===== config.mk =====
export PLATFORM = sky130hd
export DESIGN_NAME = nic_host_slave_port
export DESIGN_NICKNAME = d
export VERILOG_FILES = /design/src/rtl/nic_host_pkg.sv /design/src/rtl/nic_evt_if.sv /design/src/rtl/nic_host_slave_port.sv /design/src/rtl/nic_event_ctl.sv
export SDC_FILE = /design/constraint.sdc
export NUM_CORES = 1
export LEC_CHECK = 0
export BUFFER_PORTS_ARGS = -buffer_cell sky130_fd_sc_hd__buf_2
export CORE_UTILIZATION = 40
export CTS_CLUSTER_DIAMETER = 100
export CTS_CLUSTER_SIZE = 30
export DETAILED_ROUTE_END_ITERATION = 10
export PLACE_DENSITY = 0.71
export SKIP_LAST_GASP = 1
export SYNTH_ARGS = -nofsm -noshare
export SYNTH_HDL_FRONTEND = slang
export SYNTH_SLANG_ARGS = --single-unit

===== constraint.sdc =====
create_clock -name core_clk_i -period 3.4 [get_ports core_clk_i]
set_input_delay 0.34 -clock core_clk_i [delete_from_list [all_inputs] [get_ports core_clk_i]]
set_output_delay 0.34 -clock core_clk_i [all_outputs]
set_load 0.03 [all_outputs]

===== src/rtl/nic_host_pkg.sv =====
package nic_host_pkg;
	// event bit positions
	localparam int EVT_RX_POS = 0;
	localparam int EVT_TX_POS = 1;
	localparam int EVT_DMA_POS = 2;
	localparam int EVT_W = 3;
	localparam logic [2:0] EVT_RESET = 3'h0;
	localparam logic [2:0] MASK_RESET = 3'h0;
	// register select
	localparam int SEL_W = 4;
	localparam logic [3:0] SEL_RESET = 4'h0;
	localparam logic [3:0] STATUS_SEL = 4'h7;
	localparam logic [3:0] MASK_SEL = 4'hf;
	// bus widths
	localparam int BUS_W = 16;
	localparam int DATA_W = 8;
	localparam logic [7:0] DATA_RESET = 8'h00;
	localparam logic [15:0] ADDR_RESET = 16'h0000;
	// remote write timing
	localparam int WRITE_NS = 20;
	localparam int CLK_NS = 5;
	localparam int WRITE_CYC = (WRITE_NS + CLK_NS - 1) / CLK_NS;
	localparam logic [3:0] CNT_RESET = 4'h0;
	typedef enum logic [1:0] {
		RW_IDLE = 2'b00,
		RW_ADDR = 2'b01,
		RW_DATA = 2'b11,
		RW_DONE = 2'b10
	} rw_state_type;
endpackage : nic_host_pkg


===== src/rtl/nic_evt_if.sv =====
`timescale 1ns/10ps
interface nic_evt_if;
	logic [2:0] evt;
	logic [2:0] status;
	logic [2:0] mask;
	logic [2:0] clr;
	logic mask_we;
	logic [2:0] mask_wdata;
	logic irq;
	modport ctl (input evt, input clr, input mask_we, input mask_wdata, output status, output mask, output irq);
	modport top (output evt, output clr, output mask_we, output mask_wdata, input status, input mask, input irq);
endinterface : nic_evt_if


===== src/rtl/nic_host_slave_port.sv =====
`timescale 1ns/10ps
// Functional notes
// - the interrupt output is raised when reception, transmission or a dma transfer needs service.
// - writing the event status register with ones clears those pending events and their request.
// - each event source has its own mask bit, and a masked source never drives the interrupt.
// - on the latch write acknowledge the block runs a local memory write of the latched data.
// - during that write the latch output enable drives the latch contents onto the local bus.
// - the four-bit register select chooses which internal register is read or written.
// - register select is ignored while chip select is high.
// - chip select low with dma idle places the block in slave mode, which is not held and ends as soon as either changes.
// - with dma idle and chip select low, select is latched on the strobe's fall and flows while high.
// - slave register data uses the low eight bus lines and the upper eight float.
module nic_host_slave_port
	import nic_host_pkg::*;
#(
	parameter int WRITE_CYCLES = WRITE_CYC
)
(
	// clock and reset
	input wire logic core_clk_i,
	input wire logic rst_b_i,
	// internal events
	input wire logic rx_done_i,
	input wire logic tx_done_i,
	input wire logic dma_done_i,
	input wire logic dma_active_i,
	// remote write
	input wire logic [15:0] remote_addr_i,
	input wire logic latch_write_ack_i,
	output logic latch_output_enable_b_o,
	output logic mem_write_b_o,
	output logic remote_write_done_o,
	// host slave bus
	input wire logic chip_select_b_i,
	input wire logic addr_latch_strobe_i,
	input wire logic [3:0] reg_select_i,
	input wire logic slave_read_strobe_b_i,
	input wire logic slave_write_strobe_b_i,
	input wire logic [15:0] muxed_addr_data_i,
	output logic [15:0] muxed_addr_data_o,
	output logic [15:0] muxed_addr_data_oe_b_o,
	// interrupt
	output logic irq_o
);
	nic_evt_if ev ();
	logic [3:0] sel_latch;
	logic [3:0] reg_sel;
	logic strobe_d;
	logic slave_mode;
	logic wr_d;
	logic [7:0] rd_data;
	logic [15:0] bus_out;
	logic [15:0] bus_oe_b;
	rw_state_type rw_state;
	rw_state_type next_rw_state;
	logic [3:0] rw_cnt;
	logic ack_d;
	logic rw_busy;

	assign slave_mode = !chip_select_b_i && !dma_active_i;

	// slave reads are refused while a remote write owns the bus
	assign rw_busy = (rw_state != RW_IDLE);

	nic_event_ctl u_event_ctl (
		.core_clk_i(core_clk_i),
		.rst_b_i(rst_b_i),
		.ev(ev)
	);

	// event inputs
	assign ev.evt[EVT_RX_POS] = rx_done_i;
	assign ev.evt[EVT_TX_POS] = tx_done_i;
	assign ev.evt[EVT_DMA_POS] = dma_done_i;

	// select latch: capture on strobe fall, flow while high
	always_ff @(posedge core_clk_i or negedge rst_b_i)
	begin
		if (!rst_b_i)
			strobe_d <= 1'b0;
		else
			strobe_d <= addr_latch_strobe_i;
	end

	always_ff @(posedge core_clk_i or negedge rst_b_i)
	begin
		if (!rst_b_i)
			sel_latch <= SEL_RESET;
		else if (slave_mode && strobe_d && !addr_latch_strobe_i)
			sel_latch <= reg_select_i;
	end

	// transparent while strobe high, held once it falls
	assign reg_sel = (slave_mode && addr_latch_strobe_i) ? reg_select_i : sel_latch;

	// write access on falling edge of strobe (registered)
	always_ff @(posedge core_clk_i or negedge rst_b_i)
	begin
		if (!rst_b_i)
			wr_d <= 1'b0;
		else
			wr_d <= slave_mode && !slave_write_strobe_b_i;
	end

	logic wr_pulse;
	assign wr_pulse = slave_mode && !slave_write_strobe_b_i && !wr_d;

	assign ev.clr = (wr_pulse && reg_sel == STATUS_SEL) ? muxed_addr_data_i[2:0] : EVT_RESET;
	assign ev.mask_we = wr_pulse && reg_sel == MASK_SEL;
	assign ev.mask_wdata = muxed_addr_data_i[2:0];

	always_comb
	begin
		rd_data = DATA_RESET;
		case (reg_sel)
			STATUS_SEL: rd_data = {5'h00, ev.status};
			MASK_SEL: rd_data = {5'h00, ev.mask};
			default: rd_data = DATA_RESET;
		endcase
	end

	// remote write sequencer
	always_ff @(posedge core_clk_i or negedge rst_b_i)
	begin
		if (!rst_b_i)
			ack_d <= 1'b0;
		else
			ack_d <= latch_write_ack_i;
	end

	always_comb
	begin
		next_rw_state = rw_state;
		case (rw_state)
			RW_IDLE:
			begin
				if (latch_write_ack_i && !ack_d)
					next_rw_state = RW_ADDR;
			end
			RW_ADDR: next_rw_state = RW_DATA;
			RW_DATA:
			begin
				if (rw_cnt == 4'(WRITE_CYCLES - 1))
					next_rw_state = RW_DONE;
			end
			RW_DONE: next_rw_state = RW_IDLE;
			default: next_rw_state = RW_IDLE;
		endcase
	end

	always_ff @(posedge core_clk_i or negedge rst_b_i)
	begin
		if (!rst_b_i)
			rw_state <= RW_IDLE;
		else
			rw_state <= next_rw_state;
	end

	always_ff @(posedge core_clk_i or negedge rst_b_i)
	begin
		if (!rst_b_i)
			rw_cnt <= CNT_RESET;
		else if (rw_state == RW_DATA)
			rw_cnt <= rw_cnt + 4'h1;
		else
			rw_cnt <= CNT_RESET;
	end

	// output registers
	always_ff @(posedge core_clk_i or negedge rst_b_i)
	begin
		if (!rst_b_i)
			latch_output_enable_b_o <= 1'b1;
		else
			latch_output_enable_b_o <= !(next_rw_state == RW_DATA);
	end

	always_ff @(posedge core_clk_i or negedge rst_b_i)
	begin
		if (!rst_b_i)
			mem_write_b_o <= 1'b1;
		else
			mem_write_b_o <= !(next_rw_state == RW_DATA);
	end

	always_ff @(posedge core_clk_i or negedge rst_b_i)
	begin
		if (!rst_b_i)
			remote_write_done_o <= 1'b0;
		else
			remote_write_done_o <= (rw_state == RW_DONE);
	end

	// bus drive: address phase for remote write, low byte for slave reads
	always_ff @(posedge core_clk_i or negedge rst_b_i)
	begin
		if (!rst_b_i)
		begin
			bus_out <= ADDR_RESET;
			bus_oe_b <= 16'hffff;
		end
		else if (next_rw_state == RW_ADDR)
		begin
			bus_out <= remote_addr_i;
			bus_oe_b <= 16'h0000;
		end
		else if (slave_mode && !slave_read_strobe_b_i && !rw_busy)
		begin
			bus_out <= {8'h00, rd_data};
			bus_oe_b <= 16'hff00;
		end
		else
		begin
			bus_out <= ADDR_RESET;
			bus_oe_b <= 16'hffff;
		end
	end

	assign muxed_addr_data_o = bus_out;
	assign muxed_addr_data_oe_b_o = bus_oe_b;
	assign irq_o = ev.irq;
endmodule : nic_host_slave_port


===== src/rtl/nic_event_ctl.sv =====
`timescale 1ns/10ps
module nic_event_ctl
	import nic_host_pkg::*;
(
	// clock and reset
	input wire logic core_clk_i,
	input wire logic rst_b_i,
	// event port
	nic_evt_if.ctl ev
);
	logic [2:0] status;
	logic [2:0] mask;

	// set wins over clear
	always_ff @(posedge core_clk_i or negedge rst_b_i)
	begin
		if (!rst_b_i)
			status <= EVT_RESET;
		else
			status <= (status & ~ev.clr) | ev.evt;
	end

	always_ff @(posedge core_clk_i or negedge rst_b_i)
	begin
		if (!rst_b_i)
			mask <= MASK_RESET;
		else if (ev.mask_we)
			mask <= ev.mask_wdata;
	end

	assign ev.status = status;
	assign ev.mask = mask;
	assign ev.irq = |(status & mask);
endmodule : nic_event_ctl


==> impl_metrics.prom <==
# TYPE chip_impl_metric gauge
chip_impl_metric{name="dr_total_vias",unit=""} 1124
chip_impl_metric{name="worst_ep_required_time",unit="ns"} 3.06
chip_impl_metric{name="routed_wirelength",unit="um"} 3030
chip_impl_metric{name="route.detailed.vias_per_inst",unit=""} 4.70
chip_impl_metric{name="antenna_violations_before_repair",unit=""} 0
chip_impl_metric{name="worst_pin_slew",unit="ns"} 0.833
chip_impl_metric{name="n_antenna_cell",unit=""} 0
chip_impl_metric{name="worst_ir_drop_vdd",unit="mV"} 0.295
chip_impl_metric{name="postRouteAntennaNets",unit=""} 0
chip_impl_metric{name="placed_wire_length_estimate_after_detailed_placement",unit="um"} 2230
chip_impl_info{name="critPathLaunchType",value="register"} 1
chip_impl_metric{name="p_leak",unit="nW"} 1.05
chip_impl_info{name="run_status",value="completed"} 1
chip_impl_metric{name="synth-warning-count",unit=""} 0
chip_impl_metric{name="finalInstanceArea",unit="um2"} 2100
chip_impl_info{name="layout.cells.most_common",value="buf_2"} 1
chip_impl_metric{name="numCtsBuffers",unit=""} 5
chip_impl_info{name="timing.setup.critical_path_class",value="reg -> out"} 1
chip_impl_metric{name="fmax",unit="GHz"} 0.614
chip_impl_metric{name="final.period_utilization",unit="%"} 47.9
chip_impl_metric{name="fp.dieH",unit="um"} 67.0
chip_impl_metric{name="global_route_wire_length_before_repair",unit="um"} 4880
chip_impl_metric{name="postCtsSetupRepairBufs",unit=""} 0
chip_impl_metric{name="worst-path-max-fanout",unit=""} 3
chip_impl_info{name="cts_root_buffer",value="clkbuf_8"} 1
chip_impl_info{name="tritoncts_clock_tree",value="built"} 1
chip_impl_metric{name="synth_seq_area_share",unit="%"} 58.0
chip_impl_metric{name="design.core.area",unit="um2"} 4030
chip_impl_metric{name="cts-resized-gates",unit=""} 0
chip_impl_metric{name="synthesis.area_per_instance",unit="um2"} 13.0
chip_impl_metric{name="post_synth_inst_count",unit=""} 130
chip_impl_metric{name="grt_pass1_vias",unit=""} 1052
chip_impl_metric{name="synthDistinctLibCells",unit=""} 35
chip_impl_metric{name="final_max_slew_viol_count",unit=""} 0
chip_impl_metric{name="fin_hold_ws",unit="ns"} 0.146
chip_impl_metric{name="drc_errors",unit=""} 0
chip_impl_metric{name="total_routing_usage_gr",unit="%"} 15.4
chip_impl_metric{name="floorplan.initialDensity",unit="%"} 41.9
chip_impl_metric{name="timing.final.setup_violations",unit=""} 0
chip_impl_metric{name="syn-cell-area",unit="um2"} 1690
chip_impl_metric{name="postSynthRegisterBits",unit=""} 39
chip_impl_metric{name="nNetsFinal",unit=""} 236
chip_impl_metric{name="period_minus_slack",unit="ns"} 1.63
chip_impl_metric{name="fin_tns_setup",unit="ns"} 0
chip_impl_metric{name="grt_max_degree",unit=""} 40
chip_impl_metric{name="clkLatencyLatePin",unit="ns"} 0.29
chip_impl_metric{name="flow.area_growth_from_synthesis",unit="%"} 24.2
chip_impl_metric{name="grt_remaining_overflow",unit=""} 0
chip_impl_metric{name="clkSinkCount",unit=""} 39
chip_impl_metric{name="initial_drt_pass_iterations",unit=""} 5
chip_impl_info{name="hp-class",value="in -> async"} 1
chip_impl_metric{name="r2r_setup_slack",unit="ns"} 1.92
chip_impl_metric{name="cp.arrival",unit="ns"} 1.29
chip_impl_metric{name="fin_worst_skew",unit="ns"} 0.00553
chip_impl_metric{name="synthDominantCellAreaShare",unit="%"} 53.4
chip_impl_metric{name="clockBufferDepth",unit=""} 2
chip_impl_info{name="synth.largest_area_cell",value="dfrtp_1"} 1
chip_impl_metric{name="die_w",unit="um"} 67.0
chip_impl_metric{name="drive_above_1_share",unit="%"} 49.7
chip_impl_info{name="synth.area.top_cells",value="dfrtp_1 (53%), buf_4 (6.7%), and2_1 (4.8%)"} 1
chip_impl_metric{name="stdcell_count",unit=""} 239
chip_impl_metric{name="path_clk_slew",unit="ns"} 0.07
chip_impl_metric{name="drt-initial-drc-count",unit=""} 44
chip_impl_metric{name="die_area",unit="um2"} 4480
chip_impl_metric{name="fp-row-count",unit=""} 23
chip_impl_metric{name="avgRoutedWirePerCell",unit="um"} 12.7
chip_impl_metric{name="power-per-cell-area",unit="nW/um2"} 629
chip_impl_metric{name="gp_routability_congestion",unit=""} 0.720
chip_impl_metric{name="post_synthesis_net_count",unit=""} 178
chip_impl_metric{name="numPlacedInstances",unit=""} 231
chip_impl_metric{name="boundaryPins",unit=""} 83
chip_impl_metric{name="ctsHoldBuffers",unit=""} 0
chip_impl_info{name="layout.cells.most_common_list",value="buf_2 (69), dfrtp_1 (36), and2_1 (13), nor2_1 (7)"} 1
chip_impl_metric{name="placement.cell_area",unit="um2"} 1960
chip_impl_metric{name="hold_viol_final",unit=""} 0
chip_impl_info{name="grt_setup_unrepaired",value="false"} 1
chip_impl_metric{name="max-slew-margin-rel",unit="%"} 44.4
chip_impl_metric{name="portBuffers",unit=""} 69
chip_impl_metric{name="cts_max_level",unit=""} 2
chip_impl_info{name="worstSetupEndpointType",value="output port"} 1
chip_impl_metric{name="max_capacitance_violation_count",unit=""} 0
[report_power, final]
part | switching, W | total [W] | internal, W | leakage, nW
registers | 0.0000573 | 0.000588 | 0.000531 | 0.494
clock network | 0.000154 | 0.000447 | 0.000293 | 0.0654
logic | 0.000179 | 0.000283 | 0.000104 | 0.490
[through the flow]
stage | setup slack (ns) | utilization, % | total power (W)
6_report | 1.77 | 52.0 | 0.00132
2_1_floorplan | 1.95 | - | 0.000815
3_3_place_gp | 1.70 | 48.7 | 0.000877
4_1_cts | 1.76 | 52.0 | 0.00134
5_1_grt | 1.63 | 52.0 | 0.00140
3_5_place_dp | 1.69 | 48.7 | 0.000884
[registers in the layout (all words and copies together), names as in the netlist]
name / cells
rw_state: 2
u_event_ctl.ev.mask: 3
mem_write_b_o: 1
wr_d: 1
sel_latch: 4
remote_write_done_o: 1
muxed_addr_data_o: 16
u_event_ctl.ev.status: 3
rw_cnt: 4
strobe_d: 1
muxed_addr_data_oe_b_o: 2
ack_d: 1
[kinds of logic after synthesis]
logic type | after synthesis | synth area share [%]
muxes | 11 | 7.71
xor gates and xnor gates | 2 | 1.04
buffers and inverters | 22 | 8.75
and+or+nand+nor | 42 | 17.9
DFF | 39 | 58.0
AOI/OAI and AO/OA | 13 | 5.78
adders and majority gates | 1 | 0.741
[critical path, cell delays in order (launching register included)]
cell,delay (ns)
dfrtp_1,0.41
a222oi_1,0.35
inv_1,0.06
buf_2,0.18
[cell usage after synthesis, drive strengths merged]
cell type and instances:
and2 13, a222oi 1, nand4bb 1, mux2 7, clkbuf 1, o21ai 4, buf 17, mux2i 4
nor2 7, nor3 4, nor4b 1, inv 4, xnor2 1, nor3b 4, dfstp 3, nand2 5
o21a 1, ha 1, o211ai 4, a21o 3, dfrtp 36, or2 1, and3 1, nand3 2
nor2b 1, nor4 1, xor2 1, nand4 1
[final cells by class]
type	instances	area, um2
Fill cell	367	1930
Sequential cell	39	980
Multi-Input combinational cell	69	561
Timing Repair Buffer	69	345
Clock buffer	6	72.6
Tap cell	50	62.6
Clock inverter	2	60.1
Inverter	4	15.0
[per-layer routing]
layer | global-route usage [%] | wire (um) | vias up | part of all wire, %
met5 | 0 | 0 | - | 0
met4 | 11.7 | 46 | 0 | 1.5
met3 | 3.60 | 175 | 4 | 5.8
met2 | 23.7 | 1540 | 42 | 51
met1 | 18.4 | 1270 | 537 | 42
li1 | - | - | 541 | -
[worst paths after layout]
kind	startpoint	endpoint	depth (start not counted)
min in group core_clk_i	latch_write_ack_i	ack_d$_DFF_PN0_	1
min	rst_b_i	muxed_addr_data_o[6]$_DFF_PN0_	1
max in group asynchronous	rst_b_i	rw_cnt[3]$_DFF_PN0_	1
max	u_event_ctl.ev.mask[1]$_DFFE_PN0P_	irq_o	3
max reg2reg	rw_state[1]$_DFF_PN0_	muxed_addr_data_o[13]$_DFF_PN0_	2
min reg2reg	rw_cnt[0]$_DFF_PN0_	rw_cnt[0]$_DFF_PN0_	1
Power figures use the tool's default switching activity.
